[src/shared/twowire_pkg.sv]
package twowire_pkg;

    // timing: bus half period derived from the system clock rate
    localparam int CLK_PERIOD_NS = 10;
    localparam int BUS_HALF_NS = 5000;
    localparam int HALF_CYCLES = (BUS_HALF_NS + CLK_PERIOD_NS - 1) / CLK_PERIOD_NS;
    localparam logic [15:0] HALF_COUNT = 16'(HALF_CYCLES - 1);
    localparam logic [15:0] SDA_CHANGE_COUNT = 16'(HALF_CYCLES / 2);

    // register addresses
    localparam logic [2:0] ADDR_CONTROL = 3'h0;
    localparam logic [2:0] ADDR_STATUS = 3'h1;
    localparam logic [2:0] ADDR_DATA = 3'h2;
    localparam logic [2:0] ADDR_IRQ_STATUS = 3'h3;
    localparam logic [2:0] ADDR_IRQ_MASK = 3'h4;

    // control register fields
    localparam int CTL_FLAG_BIT = 7;
    localparam int CTL_ACKEN_BIT = 6;
    localparam int CTL_START_BIT = 5;
    localparam int CTL_STOP_BIT = 4;
    localparam int CTL_EN_BIT = 2;

    // interrupt status / mask fields
    localparam int IRQ_WIDTH = 3;
    localparam int IRQ_DONE_BIT = 0;
    localparam int IRQ_ARB_BIT = 1;
    localparam int IRQ_NACK_BIT = 2;

    // status codes
    localparam logic [7:0] CODE_START = 8'h08;
    localparam logic [7:0] CODE_RSTART = 8'h10;
    localparam logic [7:0] CODE_ADDR_ACK = 8'h18;
    localparam logic [7:0] CODE_ADDR_NACK = 8'h20;
    localparam logic [7:0] CODE_DATA_ACK = 8'h28;
    localparam logic [7:0] CODE_DATA_NACK = 8'h30;
    localparam logic [7:0] CODE_ARB_LOST = 8'h38;
    localparam logic [7:0] CODE_NO_INFO = 8'hf8;

    // reset values and ack bit index
    localparam logic [7:0] DATA_RESET = 8'hff;
    localparam logic [7:0] CODE_RESET = 8'hf8;
    localparam logic [2:0] MASK_RESET = 3'h0;
    localparam logic [3:0] ACK_BIT_INDEX = 4'h8;

    typedef enum logic [3:0] {
        PH_IDLE = 4'b0000,
        PH_WAIT_FREE = 4'b0001,
        PH_START_HOLD = 4'b0010,
        PH_PAUSE = 4'b0011,
        PH_BIT_LOW = 4'b0100,
        PH_BIT_HIGH = 4'b0101,
        PH_RSTART1 = 4'b0110,
        PH_RSTART2 = 4'b0111,
        PH_STOP1 = 4'b1000,
        PH_STOP2 = 4'b1001,
        PH_STOP3 = 4'b1010,
        PH_RX_MODE = 4'b1011
    } phase_t;

endpackage : twowire_pkg

[src/core/event_flags.sv]
`timescale 1ns/1ps
`default_nettype none

module event_flags #(
    parameter int WIDTH = 3
) (
    input wire logic clk,
    input wire logic rst_n,
    input wire logic [WIDTH-1:0] set,
    input wire logic [WIDTH-1:0] clr,
    input wire logic [WIDTH-1:0] mask,
    output logic [WIDTH-1:0] flags,
    output logic irq
);

    typedef struct packed {
        logic [WIDTH-1:0] flags;
    } flag_state_t;

    flag_state_t f_reg;
    flag_state_t f_next;

    // set wins over a clear in the same cycle so no event is lost
    always_comb
    begin
        f_next.flags = (f_reg.flags & ~clr) | set;
    end

    always_ff @(posedge clk or negedge rst_n)
    begin
        if (!rst_n)
            f_reg <= '0;
        else
            f_reg <= f_next;
    end

    assign flags = f_reg.flags;
    assign irq = |(f_reg.flags & mask);

endmodule : event_flags

`default_nettype wire

[src/core/sync2.sv]
`timescale 1ns/1ps
`default_nettype none

module sync2 #(
    parameter int WIDTH = 1
) (
    input wire logic clk,
    input wire logic rst_n,
    input wire logic [WIDTH-1:0] d,
    output logic [WIDTH-1:0] q
);

    typedef struct packed {
        logic [WIDTH-1:0] meta;
        logic [WIDTH-1:0] stable;
    } sync_state_t;

    sync_state_t s_reg;
    sync_state_t s_next;

    // first stage feeds only the second stage
    always_comb
    begin
        s_next.meta = d;
        s_next.stable = s_reg.meta;
    end

    // bus lines idle high, so reset to ones
    always_ff @(posedge clk or negedge rst_n)
    begin
        if (!rst_n)
            s_reg <= '1;
        else
            s_reg <= s_next;
    end

    assign q = s_reg.stable;

endmodule : sync2

`default_nettype wire

[src/core/twowire_master_transmit_ctrl.sv]
// Summary of operation
// [RQ1] after START report 08, send address byte
// [RQ2] after repeated START report 10, transmit
// [RQ3] address-plus-read after 10 hands to receiver
// [RQ4] address acked 18, not acked 20
// [RQ5] data acked 28, not acked 30
// [RQ6] 18-30, no requests: send next byte
// [RQ7] 18-30, start only: repeated START
// [RQ8] 18-30, stop only: STOP, clear stop
// [RQ9] 18-30, both: STOP, START, clear stop
// [RQ10] arbitration lost on address/data reports 38
// [RQ11] 38, no start: release, not addressed
// [RQ12] 38 with start: START once bus free
// [RQ13] software starts with start and enable
// [RQ14] flag sets after START, bus paused
// [RQ15] pause until flag cleared by one
// [RQ16] status stable while flag set, ack ignored
//
// Implementation choices: the address-and-strobe port and the register offsets.
`timescale 1ns/1ps
`default_nettype none

module twowire_master_transmit_ctrl
    import twowire_pkg::*;
(
    input wire logic clk,
    input wire logic rst_n,
    input wire logic [2:0] addr,
    input wire logic [7:0] wdata,
    input wire logic wr_en,
    input wire logic rd_en,
    output logic [7:0] rdata,
    output logic irq,
    input wire logic scl_in,
    output logic scl_out,
    output logic scl_oe,
    input wire logic sda_in,
    output logic sda_out,
    output logic sda_oe,
    output logic master_rx_mode
);

    typedef struct packed {
        phase_t phase;
        logic [15:0] cnt;
        logic [7:0] shift_data;
        logic [3:0] bit_idx;
        logic completion_flag;
        logic ack_enable;
        logic start_request;
        logic stop_request;
        logic interface_enable;
        logic [7:0] code;
        logic addr_phase;
        logic rd_byte;
        logic repeat_start;
        logic scl_low;
        logic sda_low;
        logic busy;
        logic sda_d;
        logic rx_mode;
        logic [2:0] irq_mask;
        logic [7:0] rdata;
    } ctl_state_t;

    ctl_state_t s_reg;
    ctl_state_t s_next;

    logic scl_s;
    logic sda_s;
    logic ev_done;
    logic ev_arb;
    logic ev_nack;
    logic [IRQ_WIDTH-1:0] irq_clr;
    logic [IRQ_WIDTH-1:0] irq_flags;
    logic [7:0] ctl_view;

    // pins come from another domain: two flops before any use
    sync2 #(
        .WIDTH(2)
    ) u_pin_sync (
        .clk(clk),
        .rst_n(rst_n),
        .d({scl_in, sda_in}),
        .q({scl_s, sda_s})
    );

    // write-one-to-clear for the interrupt status register
    assign irq_clr = (wr_en && addr == ADDR_IRQ_STATUS)
        ? wdata[IRQ_WIDTH-1:0] : '0;

    event_flags #(
        .WIDTH(IRQ_WIDTH)
    ) u_events (
        .clk(clk),
        .rst_n(rst_n),
        .set({ev_nack, ev_arb, ev_done}),
        .clr(irq_clr),
        .mask(s_reg.irq_mask),
        .flags(irq_flags),
        .irq(irq)
    );

    // control register as software sees it
    always_comb
    begin
        ctl_view = 8'h00;
        ctl_view[CTL_FLAG_BIT] = s_reg.completion_flag;
        ctl_view[CTL_ACKEN_BIT] = s_reg.ack_enable;
        ctl_view[CTL_START_BIT] = s_reg.start_request;
        ctl_view[CTL_STOP_BIT] = s_reg.stop_request;
        ctl_view[CTL_EN_BIT] = s_reg.interface_enable;
    end

    // register access first, then the bus sequencer may override it
    always_comb
    begin
        s_next = s_reg;
        ev_done = 1'b0;
        ev_arb = 1'b0;
        ev_nack = 1'b0;
        s_next.sda_d = sda_s;
        if (s_reg.cnt != 16'h0000)
            s_next.cnt = s_reg.cnt - 16'h0001;

        // bus busy between any START and STOP seen on the wire
        if (scl_s && s_reg.sda_d && !sda_s)
            s_next.busy = 1'b1;
        else if (scl_s && !s_reg.sda_d && sda_s)
            s_next.busy = 1'b0;

        // read data valid the cycle after the strobe only
        s_next.rdata = 8'h00;
        if (rd_en)
        begin
            case (addr)
                ADDR_CONTROL: s_next.rdata = ctl_view;
                ADDR_STATUS: s_next.rdata = s_reg.completion_flag
                    ? s_reg.code : CODE_NO_INFO; // RQ16
                ADDR_DATA: s_next.rdata = s_reg.shift_data;
                ADDR_IRQ_STATUS: s_next.rdata = {5'h00, irq_flags};
                ADDR_IRQ_MASK: s_next.rdata = {5'h00, s_reg.irq_mask};
                default: s_next.rdata = 8'h00;
            endcase
        end

        // software writes; ack_enable is stored but never used here
        if (wr_en)
        begin
            case (addr)
                ADDR_CONTROL:
                begin
                    s_next.ack_enable = wdata[CTL_ACKEN_BIT]; // RQ16
                    s_next.start_request = wdata[CTL_START_BIT]; // RQ13
                    s_next.stop_request = wdata[CTL_STOP_BIT];
                    s_next.interface_enable = wdata[CTL_EN_BIT]; // RQ13
                    if (wdata[CTL_FLAG_BIT])
                        s_next.completion_flag = 1'b0; // RQ15
                end
                ADDR_DATA:
                begin
                    // writes while the bus is moving would corrupt the shift
                    if (s_reg.completion_flag)
                        s_next.shift_data = wdata;
                end
                ADDR_IRQ_MASK: s_next.irq_mask = wdata[IRQ_WIDTH-1:0];
                default: ;
            endcase
        end

        // bus sequencer
        case (s_reg.phase)
            PH_IDLE:
            begin
                s_next.scl_low = 1'b0;
                s_next.sda_low = 1'b0;
                if (s_reg.interface_enable && s_reg.start_request &&
                    !s_reg.completion_flag)
                begin
                    s_next.repeat_start = 1'b0;
                    s_next.phase = PH_WAIT_FREE; // RQ13
                end
            end
            PH_WAIT_FREE:
            begin
                // only claim the bus when both lines are seen idle
                if (!s_reg.busy && scl_s && sda_s)
                begin
                    s_next.sda_low = 1'b1; // RQ12
                    s_next.cnt = HALF_COUNT;
                    s_next.phase = PH_START_HOLD;
                end
            end
            PH_START_HOLD:
            begin
                if (s_reg.cnt == 16'h0000)
                begin
                    s_next.scl_low = 1'b1; // RQ14
                    s_next.code = s_reg.repeat_start
                        ? CODE_RSTART : CODE_START; // RQ1 RQ2
                    s_next.completion_flag = 1'b1; // RQ14
                    ev_done = 1'b1;
                    s_next.phase = PH_PAUSE;
                end
            end
            PH_PAUSE:
            begin
                // clock held low (released after lost arbitration) and code frozen until the flag clears
                if (!s_reg.completion_flag)
                begin // RQ15
                    case (s_reg.code)
                        CODE_START, CODE_RSTART:
                        begin
                            s_next.addr_phase = 1'b1; // RQ1 RQ2
                            s_next.rd_byte = (s_reg.code == CODE_RSTART) &&
                                s_reg.shift_data[0]; // RQ3
                            s_next.bit_idx = 4'h0;
                            s_next.cnt = HALF_COUNT;
                            s_next.phase = PH_BIT_LOW;
                        end
                        CODE_ADDR_ACK, CODE_ADDR_NACK,
                        CODE_DATA_ACK, CODE_DATA_NACK:
                        begin
                            s_next.cnt = HALF_COUNT;
                            if (s_reg.stop_request)
                                s_next.phase = PH_STOP1; // RQ8 RQ9
                            else if (s_reg.start_request)
                                s_next.phase = PH_RSTART1; // RQ7
                            else
                            begin
                                s_next.addr_phase = 1'b0; // RQ6
                                s_next.rd_byte = 1'b0;
                                s_next.bit_idx = 4'h0;
                                s_next.phase = PH_BIT_LOW;
                            end
                        end
                        CODE_ARB_LOST:
                        begin
                            s_next.scl_low = 1'b0;
                            s_next.sda_low = 1'b0;
                            s_next.repeat_start = 1'b0;
                            if (s_reg.start_request)
                                s_next.phase = PH_WAIT_FREE; // RQ12
                            else
                                s_next.phase = PH_IDLE; // RQ11
                        end
                        default: s_next.phase = PH_IDLE;
                    endcase
                end
            end
            PH_BIT_LOW:
            begin
                s_next.scl_low = 1'b1;
                // move data mid-way through the low half for hold margin
                if (s_reg.cnt == SDA_CHANGE_COUNT)
                    s_next.sda_low = (s_reg.bit_idx != ACK_BIT_INDEX) &&
                        !s_reg.shift_data[7];
                if (s_reg.cnt == 16'h0000)
                begin
                    s_next.scl_low = 1'b0;
                    s_next.cnt = HALF_COUNT;
                    s_next.phase = PH_BIT_HIGH;
                end
            end
            PH_BIT_HIGH:
            begin
                // a slave stretching the clock holds the count
                if (!scl_s)
                    s_next.cnt = s_reg.cnt;
                else if (s_reg.bit_idx != ACK_BIT_INDEX &&
                    !s_reg.sda_low && !sda_s)
                begin
                    // another master pulled the line we released
                    s_next.scl_low = 1'b0;
                    s_next.sda_low = 1'b0;
                    s_next.code = CODE_ARB_LOST; // RQ10
                    s_next.completion_flag = 1'b1;
                    ev_done = 1'b1;
                    ev_arb = 1'b1;
                    s_next.phase = PH_PAUSE;
                end
                else if (s_reg.cnt == 16'h0000)
                begin
                    s_next.scl_low = 1'b1;
                    s_next.cnt = HALF_COUNT;
                    if (s_reg.bit_idx == ACK_BIT_INDEX)
                    begin
                        if (s_reg.rd_byte)
                        begin
                            s_next.rx_mode = 1'b1; // RQ3
                            s_next.phase = PH_RX_MODE;
                        end
                        else
                        begin
                            if (s_reg.addr_phase)
                                s_next.code = sda_s
                                    ? CODE_ADDR_NACK : CODE_ADDR_ACK; // RQ4
                            else
                                s_next.code = sda_s
                                    ? CODE_DATA_NACK : CODE_DATA_ACK; // RQ5
                            s_next.completion_flag = 1'b1;
                            ev_done = 1'b1;
                            ev_nack = sda_s;
                            s_next.phase = PH_PAUSE;
                        end
                    end
                    else
                    begin
                        s_next.shift_data = {s_reg.shift_data[6:0],
                            s_reg.shift_data[7]};
                        s_next.bit_idx = s_reg.bit_idx + 4'h1;
                        s_next.phase = PH_BIT_LOW;
                    end
                end
            end
            PH_RSTART1:
            begin
                // release data while the clock is low, then raise clock
                s_next.sda_low = 1'b0;
                if (s_reg.cnt == 16'h0000)
                begin
                    s_next.scl_low = 1'b0;
                    s_next.cnt = HALF_COUNT;
                    s_next.phase = PH_RSTART2;
                end
            end
            PH_RSTART2:
            begin
                if (!scl_s)
                    s_next.cnt = s_reg.cnt;
                else if (s_reg.cnt == 16'h0000)
                begin
                    s_next.repeat_start = 1'b1; // RQ7
                    s_next.sda_low = 1'b1;
                    s_next.cnt = HALF_COUNT;
                    s_next.phase = PH_START_HOLD;
                end
            end
            PH_STOP1:
            begin
                s_next.sda_low = 1'b1;
                if (s_reg.cnt == 16'h0000)
                begin
                    s_next.scl_low = 1'b0;
                    s_next.cnt = HALF_COUNT;
                    s_next.phase = PH_STOP2;
                end
            end
            PH_STOP2:
            begin
                if (!scl_s)
                    s_next.cnt = s_reg.cnt;
                else if (s_reg.cnt == 16'h0000)
                begin
                    s_next.sda_low = 1'b0; // RQ8
                    s_next.cnt = HALF_COUNT;
                    s_next.phase = PH_STOP3;
                end
            end
            PH_STOP3:
            begin
                // hardware clear beats a same-cycle software write
                if (s_reg.cnt == 16'h0000)
                begin
                    s_next.stop_request = 1'b0; // RQ8 RQ9
                    s_next.repeat_start = 1'b0;
                    if (s_next.start_request)
                        s_next.phase = PH_WAIT_FREE; // RQ9
                    else
                        s_next.phase = PH_IDLE;
                end
            end
            PH_RX_MODE:
            begin
                // receiver logic lives elsewhere; clock held low meanwhile
                s_next.scl_low = 1'b1;
                s_next.sda_low = 1'b0;
            end
            default: s_next.phase = PH_IDLE;
        endcase

        // disabling the interface abandons the bus at once
        if (!s_next.interface_enable)
        begin
            s_next.phase = PH_IDLE;
            s_next.scl_low = 1'b0;
            s_next.sda_low = 1'b0;
            s_next.rx_mode = 1'b0;
            s_next.completion_flag = 1'b0;
        end
    end

    always_ff @(posedge clk or negedge rst_n)
    begin
        if (!rst_n)
        begin
            s_reg <= '0;
            s_reg.phase <= PH_IDLE;
            s_reg.shift_data <= DATA_RESET;
            s_reg.code <= CODE_RESET;
            s_reg.sda_d <= 1'b1;
            s_reg.irq_mask <= MASK_RESET;
        end
        else
            s_reg <= s_next;
    end

    // open drain: only ever drive low
    assign scl_out = 1'b0;
    assign sda_out = 1'b0;
    assign scl_oe = s_reg.scl_low;
    assign sda_oe = s_reg.sda_low;
    assign rdata = s_reg.rdata;
    assign master_rx_mode = s_reg.rx_mode;

endmodule : twowire_master_transmit_ctrl

`default_nettype wire

[config.mk]
export PLATFORM = sky130hd
export DESIGN_NAME = twowire_master_transmit_ctrl
export DESIGN_NICKNAME = d
export VERILOG_FILES = /design/src/shared/twowire_pkg.sv /design/src/core/event_flags.sv /design/src/core/sync2.sv /design/src/core/twowire_master_transmit_ctrl.sv
export SDC_FILE = /design/constraint.sdc
export NUM_CORES = 1
export LEC_CHECK = 0
export BUFFER_PORTS_ARGS = -buffer_cell sky130_fd_sc_hd__buf_2
export CAP_MARGIN = 40
export CORE_ASPECT_RATIO = 1.75
export CORE_MARGIN = 2
export CORE_UTILIZATION = 35
export CTS_CLUSTER_DIAMETER = 100
export DETAILED_ROUTE_END_ITERATION = 7
export PLACE_DENSITY = 0.59
export SLEW_MARGIN = 10
export SYNTH_ARGS = -nofsm -noshare
export SYNTH_HDL_FRONTEND = slang
export SYNTH_SLANG_ARGS = --single-unit
[constraint.sdc]
create_clock -name clk -period 4.6 [get_ports clk]
set_input_delay 0.69 -clock clk [delete_from_list [all_inputs] [get_ports clk]]
set_output_delay 0.69 -clock clk [all_outputs]
set_load 0.005 [all_outputs]
; ---- Yosys cells after proc, flatten, opt, wreduce, memory -nomap -nowiden
; Cells that the tools add are included.
[totals]
out_inout_bits = 14
register_bits = 71
input_bits = 17
[classes]
muxes = 114
n_bitwise = 5
addsub = 2
n_reduce_logical = 45
n_eq_ne = 72
[ops]
columns = op, count
row1 = 20-bit two-way mux, 7
row2 = 16-bit case mux with 8 select lines, 1
row3 = 8-bit two-way mux, 12
row4 = 16-bit two-way mux, 5
row5 = 4-bit two-way mux, 14
row6 = 3-bit inequality test (second input constant), 17
row7 = 4-bit case mux with 12 select lines, 1
row8 = 1-bit two-way mux, 45
row9 = 8-bit case mux with 5 select lines, 1
row10 = 33-bit two-way mux, 1
row11 = 8-bit by 6-bit equality test with 1-bit output (second input constant), 4
row12 = 28-bit two-way mux, 1
row13 = 2-bit inequality test (second input constant), 13
row14 = 4-bit equality test (second input constant), 5
row15 = 5-bit two-way mux, 4
row16 = 16-bit by 8-bit equality test with 1-bit output (second input constant), 1
row17 = 4-bit by 3-bit equality test with 1-bit output (second input constant), 4
row18 = 8-bit by 5-bit equality test with 1-bit output (second input constant), 2
row19 = 16-bit zero test, 1
row20 = 2-bit by 1-bit inequality test with 1-bit output (second input constant), 8
row21 = 4-bit case mux with 2 select lines, 2
row22 = 8-bit case mux with 2 select lines, 1
row23 = 16-bit nonzero test, 1
row24 = 16-bit by 1-bit subtractor with 16-bit output (second input constant), 1
row25 = 45 further kinds, 86

; ---- Depth between registers and ports, before layout
; Gate-level depths: netlist of run 1.
[logic_depth]
word_depth = 10
depth_mapped = 10
depth_no_buf = 9

; ---- Hierarchy
; A second synthesis of run 1 with hierarchy kept.
[hier_totals]
hier_cells = 439
hier_area_um2 = 4058.9
[by_module_without_submodules]
columns = mod, n_inst, cells_per_inst, seq_area_each_um2, area_per_inst_um2
row1 = twowire_master_transmit_ctrl, 1, 424, 1517.7, 3831.2
row2 = event_flags, 1, 11, 75.1, 122.6
row3 = sync2, 1, 4, 105.1, 105.1

; ---- Least setup slack after synthesis of run 1
; Ideal clock, no wire load.
[synth_timing]
kind = input port to flip-flop
start = input addr[1]
end = register s_reg[62] in the netlist's numbering
n_path_buf = 1
setup_time_ns = 0.128
path_stages = 7
arrival_ns = 2.196
slack_ns = 2.276
t_required_ns = 4.472
path_cell_list = buf_2 > nor4b_4 > mux2i_1 > inv_2 > o21ai_0 > a21oi_1 > mux2_1
[synth_between]
elab_chain_len = 5
[synth_lines]
columns = element, line
row1 = "start, declared", twowire_master_transmit_ctrl.sv:28  ; input wire logic [2:0] addr,
row2 = 3-bit zero test (*), twowire_master_transmit_ctrl.sv:150  ; case (addr)
row3 = 5-bit two-way mux (*), twowire_master_transmit_ctrl.sv:150
row4 = 5-bit two-way mux (*), twowire_master_transmit_ctrl.sv:148  ; if (wr_en)
row5 = 4-bit inequality test (no source line) (tied with other cells), n/a
row6 = 15-bit AND reduction (no source line), n/a
row7 = "end signal, assigned", twowire_master_transmit_ctrl.sv:405  ; s_reg <= s_next;
row8 = "end, declared", twowire_master_transmit_ctrl.sv:66  ; ctl_state_t s_reg;
; Mark *: on every way between the ends. The rest lies on a longest branch, timed or not.
; A chain may end at the register's enable or synchronous reset.

; ---- Worst setup path in the final report of run 1
[layout_timing]
start = register s_reg[62] in the netlist's numbering
end = register s_reg[32] in the netlist's numbering
[layout_between]
elab_chain_len = 3
[layout_lines]
columns = element, line
row1 = 4-bit by 2-bit equality test with 1-bit output or 4-bit by 3-bit equality test with 1-bit output (tied branches), twowire_master_transmit_ctrl.sv:172  ; case (s_reg.phase)
row2 = 3-bit by 1-bit inequality test with 1-bit output (no source line) (tied with other cells), n/a
row3 = 9-bit AND reduction (no source line), n/a
; Parallel ways exist; a longest one is shown, timed or not.

==> metrics, run 1 <==
routability cong. around 0.95; Worst VDD drop 270 uV; DR iter-0 viols between 150 and 200; Initial Util 0.359; H-tree depth 3; RSZ-0062 raised after global routing no; Clock Tree Buf Depth 2; setup TNS 0 ns; Worst Reg2Reg Path Length in Cells 6; Max Slew Vio Count 0; CP Launch Type flip-flop; GRT Util Overall 0.175; Main synth FF type dfrtp_1; synth top area cells dfrtp_1 30%, dfstp_2 11%, a21oi_1 4.7%; Post-synth top cells 50 x dfrtp_1, 45 x nor2_1, 39 x a21oi_1; DIE HEIGHT 149 um; total gr overflow 0; hold_sp u_pin_sync.s_next[1]$_DFF_PN1_; placed cell count slightly below 600; Critical R2R Capture s_reg[32]$_DFFE_PN0P_; DRC 0; cell family contributing the most delay on the critical path simple AND/OR/NAND/NOR gates; post-route cell area between 4000 and 5000 um^2; Clock Tree Root clkbuf_16; min Tclk post-route about 2.8 ns; cell taking the most area after synthesis dfrtp_1; Rel. slew slack 0.427; Max Cap Viol 0; first-pass GRT wire length ~17 mm; Slew @ Worst Pin between 0.8 and 0.9 ns; Fin Hold WS 0.355 ns; most frequent cell after synthesis dfrtp_1; antenna-violating nets left 0; Cell Rows 52; R2R Setup Slk ~1.8 ns; EDFF count, synth 0; Final Hold Fails 0; Layout Skew 0.00944 ns; CP Cell Sequence nor2b_1 -> nand3_1 -> or4_4 -> clkinv_1 -> nor2_1 -> mux2_2; WL/cell around 18 um; cells after synthesis around 460; placed cell area ~4300 um^2; core footprint roughly 12000 um^2; Synth Warn # 0; die area around 13000 um^2; hold depth 0; number of buffers inserted by port buffering 28; CTS tree built; post-DR vias/cell between 5 and 6; fmax about 0.35 GHz; Cell Count, Final, Fillers Out between 600 and 700; hold path endpoint u_pin_sync.q[1]$_DFF_PN1_; Post-Syn Area between 4000 and 5000 um^2; Leakage between 1.5 and 2 nW; Post-CTS Setup Inserts 0; io pins 31; Seq/Total Area, Yosys 0.406; pwr dens 433 nW/um^2; clock latency on the worst-skew pair ~0.34 ns; Worst path depth 6; number of CTS-inserted buffers 9; largest net degree at the start of global routing roughly 40; cts hold-fix bufs 0; worst-path fanout max 21; DR vias 3459; initial antenna violation count 0; fin nets around 480; clock tree sinks 67; type of the worst setup path reg -> reg; FF+latch count, synth 67; Synth top area share 0.299; layout cells sized above 1 0.195; Req. time, crit path 4.82 ns; Post-Syn Area per Cell a little over 9 um^2; Setup WS pre-CTS 1.83 ns; Largest register FFs 44; period utilisation layout 0.614; via count of the first global-routing pass around 3400; TritonRoute pass-1 iters 4; Arr. time, crit path 3.04 ns; Ant. Diodes 0; DIE WIDTH roughly 87 um; FFs w/ async S/R, synth 1.00; Buf/Inv on CP 1; PnR worst setup slack around 1.8 ns; Hold Crit Class reg -> reg; Setup violations, final 0; Synth cell types 81; area delta synth->final 9.47%; Crit Reg-Reg Startpoint s_reg[62]$_DFFE_PN0P_; delay of the slowest cell on the worst path 0.75 ns; Slowest-stage cell, CP dfrtp_1; # resized after CTS 0; dpl hpwl 8.14 mm; Post-Route WL between 10 and 15 mm; status finished, final reports clean; clock slew at reported path FFs about 0.050 ns; fillers 1146; Critical Path End Type flip-flop
cells by family after synthesis:
| kind of cell | Yosys count | synth area share |
|---|---|---|
| flip-flops | 67 | 0.406 |
| multiplexers | 28 | 0.0705 |
| XOR/XNOR | 15 | 0.0314 |
| adder cells (fa/ha/maj) | 6 | 0.0179 |
| other | 1 | 0.000896 |
| AO/OA/AOI/OAI | 112 | 0.179 |
| buffers and inverters | 56 | 0.0672 |
| AND/OR/NAND/NOR | 173 | 0.227 |
final cells by class:
class / count / area, um^2 / area share
Sequential cell: 67 / 1700 / 0.370
Clock buffer: 13 / 250 / 0.0546
Tap cell: 135 / 169 / 0.0369
Inverter: 18 / 67.6 / 0.0147
Timing Repair Buffer: 29 / 148 / 0.0322
Multi-Input combinational cell: 336 / 2210 / 0.482
Clock inverter: 3 / 40.0 / 0.00874
stage by stage:
stage | power (mW) | utilization
after floorplan | 1.18 | -
after global placement | 1.30 | 0.369
after detailed placement | 1.31 | 0.369
after CTS | 2.00 | 0.394
after global routing | 2.10 | 0.394
final | 1.98 | 0.394
layer usage:
| layer | GRT usage | wire (um) | share of wire |
|---|---|---|---|
| met1 | 0.194 | 4130 | 0.38 |
| met2 | 0.299 | 5790 | 0.53 |
| met3 | 0.0366 | 434 | 0.040 |
| met4 | 0.113 | 616 | 0.056 |
| met5 | 0 | 0 | 0 |
power breakdown:
group	total (mW)	internal (mW)	switching (mW)
sequential	0.845	0.690	0.156
clock	0.681	0.433	0.248
combinational	0.458	0.206	0.252
cell usage in the layout, fill, tap and decap left out, drive strengths merged, types with 15 or more instances in the layout:
cell / netlist / routed
mux2i: 16 / 16
nor3: 15 / 15
buf: 24 / 29
dfstp: 17 / 17
nand2: 36 / 36
inv: 16 / 16
dfrtp: 50 / 50
a21oi: 40 / 40
nor2: 49 / 49
o21ai: 23 / 23
worst reg2reg max path, cell delays in order (launching register included):
cell,delay (ns)
dfrtp_1,0.75
nor2b_1,0.67
nand3_1,0.15
or4_4,0.70
clkinv_1,0.12
nor2_1,0.06
mux2_2,0.26
worst max-delay path by stage:
stage                                from                     to  slack, ns
global placement    s_reg[62]$_DFFE_PN0P_  s_reg[32]$_DFFE_PN0P_       1.87
global route        s_reg[62]$_DFFE_PN0P_  s_reg[32]$_DFFE_PN0P_       1.61
finish              s_reg[62]$_DFFE_PN0P_  s_reg[32]$_DFFE_PN0P_       1.77
detailed placement  s_reg[62]$_DFFE_PN0P_  s_reg[32]$_DFFE_PN0P_       1.83
CTS                 s_reg[62]$_DFFE_PN0P_  s_reg[32]$_DFFE_PN0P_       1.81
floorplan                         addr[1]  s_reg[62]$_DFFE_PN0P_       2.28
Note: power is estimated with default switching activity, not from simulation.
==> run 2: changes to the inputs <==
--- a/config.mk
+++ b/config.mk
@@ -5,6 +5,7 @@
 export SDC_FILE = /design/constraint.sdc
 export NUM_CORES = 1
 export LEC_CHECK = 0
+export ABC_AREA = 1
 export BUFFER_PORTS_ARGS = -buffer_cell sky130_fd_sc_hd__buf_2
 export CAP_MARGIN = 40
 export CORE_ASPECT_RATIO = 1.75
==> constraint.sdc (replaced) <==
create_clock -name clk -period 2.8 [get_ports clk]
set_input_delay 0.42 -clock clk [delete_from_list [all_inputs] [get_ports clk]]
set_output_delay 0.42 -clock clk [all_outputs]
set_load 0.005 [all_outputs]
==> metrics, run 2 <==
Final Hold Fails 0; H-tree depth 3; area delta synth->final 12.2%; number of CTS-inserted buffers 9; clock latency on the worst-skew pair between 0.3 and 0.4 ns; Post-synth top cells 153 x nand2_1, 82 x nor2_1, 70 x inv_1; Post-Syn Area around 4200 um^2; Ant. Diodes 0; clock slew at reported path FFs ~0.06 ns; FFs w/ async S/R, synth 1.00; number of buffers inserted by port buffering 28; cells after synthesis approximately 590; cts hold-fix bufs 0; Post-Syn Area per Cell a little over 7 um^2; setup TNS 0 ns; pwr dens ~750 nW/um^2; Synth top area share 0.299; period utilisation layout 0.791; fmax between 0.4 and 0.5 GHz; synth top area cells dfrtp_1 30%, nand2_1 14%, dfstp_2 11%; clock tree sinks 67; Req. time, crit path between 3 and 4 ns; Synth Warn # 0; GRT Util Overall 0.201; Clock Tree Root clkbuf_16; Max Cap Viol 0; antenna-violating nets left 0; Slew @ Worst Pin about 0.74 ns; most frequent cell after synthesis nand2_1; core footprint roughly 12000 um^2; first-pass GRT wire length 19.5 mm; via count of the first global-routing pass around 3900; Hold Crit Class in -> async; type of the worst setup path reg -> reg; DRC 0; Setup WS pre-CTS 0.622 ns; dpl hpwl ~9.6 mm; CP Launch Type flip-flop; die area 12900 um^2; DR vias about 3900; EDFF count, synth 0; Post-CTS Setup Inserts 0; DIE WIDTH just under 90 um; Critical Path End Type flip-flop; largest net degree at the start of global routing 39; most common cell after layout, fill and taps aside nand2_1; Synth cell types 43; PnR worst setup slack roughly 0.59 ns; Arr. time, crit path 2.47 ns; cell taking the most area after synthesis dfrtp_1; Main synth FF type dfrtp_1; Post-Route WL between 10 and 15 mm; DIE HEIGHT ~150 um; layout cells sized above 1 0.147; initial antenna violation count 0; WL/cell 16.5 um; Layout Skew 0.0101 ns; fin nets between 600 and 700; routability cong. around 0.94; # resized after CTS 0; status finished, final reports clean; min Tclk post-route 2.21 ns; Leakage about 2.4 nW; post-DR vias/cell ~5.3; io pins 31; R2R Setup Slk around 0.6 ns; Setup violations, final 0; Cell Rows between 50 and 60; DR iter-0 viols 219; Rel. slew slack 0.507; CTS tree built; FF+latch count, synth 67; Initial Util 0.361; TritonRoute pass-1 iters 5; Worst VDD drop about 450 uV; most frequent cells in the layout 153 x nand2_1, 82 x nor2_1, 70 x inv_1; total gr overflow 0; Clock Tree Buf Depth 2; RSZ-0062 raised after global routing no; Max Slew Vio Count 0; worst-path fanout max 10; Seq/Total Area, Yosys 0.406; final design utilization 0.405; Largest register FFs 44
-- run 2: worst paths after layout --
kind	end	startpoint	depth (start not counted)
min	sda_oe$_DFFE_PN0P_	rst_n	1
max reg2reg	s_reg[22]$_DFFE_PN1P_	s_reg[44]$_DFFE_PN0P_	10
max	s_reg[22]$_DFFE_PN1P_	s_reg[44]$_DFFE_PN0P_	10
min reg2reg	u_pin_sync.q[1]$_DFF_PN1_	u_pin_sync.s_next[1]$_DFF_PN1_	0
max in group asynchronous	s_reg[36]$_DFF_PN1_	rst_n	2
min in group clk	u_pin_sync.s_next[0]$_DFF_PN1_	sda_in	1
-- run 2: final cells by class --
| cell class | instances | area (um^2) |
|---|---|---|
| inverters | 76 | 285 |
| well taps | 135 | 169 |
| repair buffers | 30 | 168 |
| multi-input cells | 424 | 2070 |
| clock buffers | 10 | 229 |
| clock inverters | 6 | 66.3 |
| fillers | 1218 | 6890 |
| flip-flops and latches | 67 | 1700 |
-- run 2: where the power goes --
part	total [mW]	internal (mW)	switching (mW)
clock	1.13	0.692	0.440
combinational	0.966	0.354	0.612
sequential	1.41	1.19	0.222
total	3.51	2.23	1.27
-- run 2: cells by family after synthesis --
kind of cell | Yosys count | synth area share
buffers and inverters | 95 | 0.0985
DFF | 67 | 0.406
and+or+nand+nor | 335 | 0.363
adders and majority gates | 6 | 0.0180
other | 1 | 0.000897
AOI/OAI and AO/OA | 77 | 0.105
xor gates and xnor gates | 4 | 0.00838
-- run 2: layer usage --
| metal | track usage | wire [um] | vias to the layer above |
|---|---|---|---|
| li1 | - | - | 1924 |
| met1 | 0.196 | 4370 | 1844 |
| met2 | 0.368 | 6590 | 130 |
| met3 | 0.0400 | 524 | 43 |
| met4 | 0.137 | 823 | 0 |
| met5 | 0 | 0 | - |
-- run 2: stage by stage --
step	power, mW	hold slack [ns]	cells	area [um^2]
after CTS	3.54	0.165	748	4690
after global routing	3.76	0.165	748	4690
after floorplan	2.11	0.124	586	4180
final	3.51	0.146	748	4690
after global placement	2.36	0.347	732	4390
after detailed placement	2.38	0.347	732	4390
-- run 2: critical path, cell delays in order (launching register included) --
cell	delay [ns]
dfrtp_1	0.41
inv_1	0.09
ha_1	0.17
nand2_1	0.08
nor2_2	0.23
nand2_2	0.18
inv_2	0.20
nand2_1	0.19
nand2_1	0.25
o21ai_0	0.20
o21ai_0	0.13
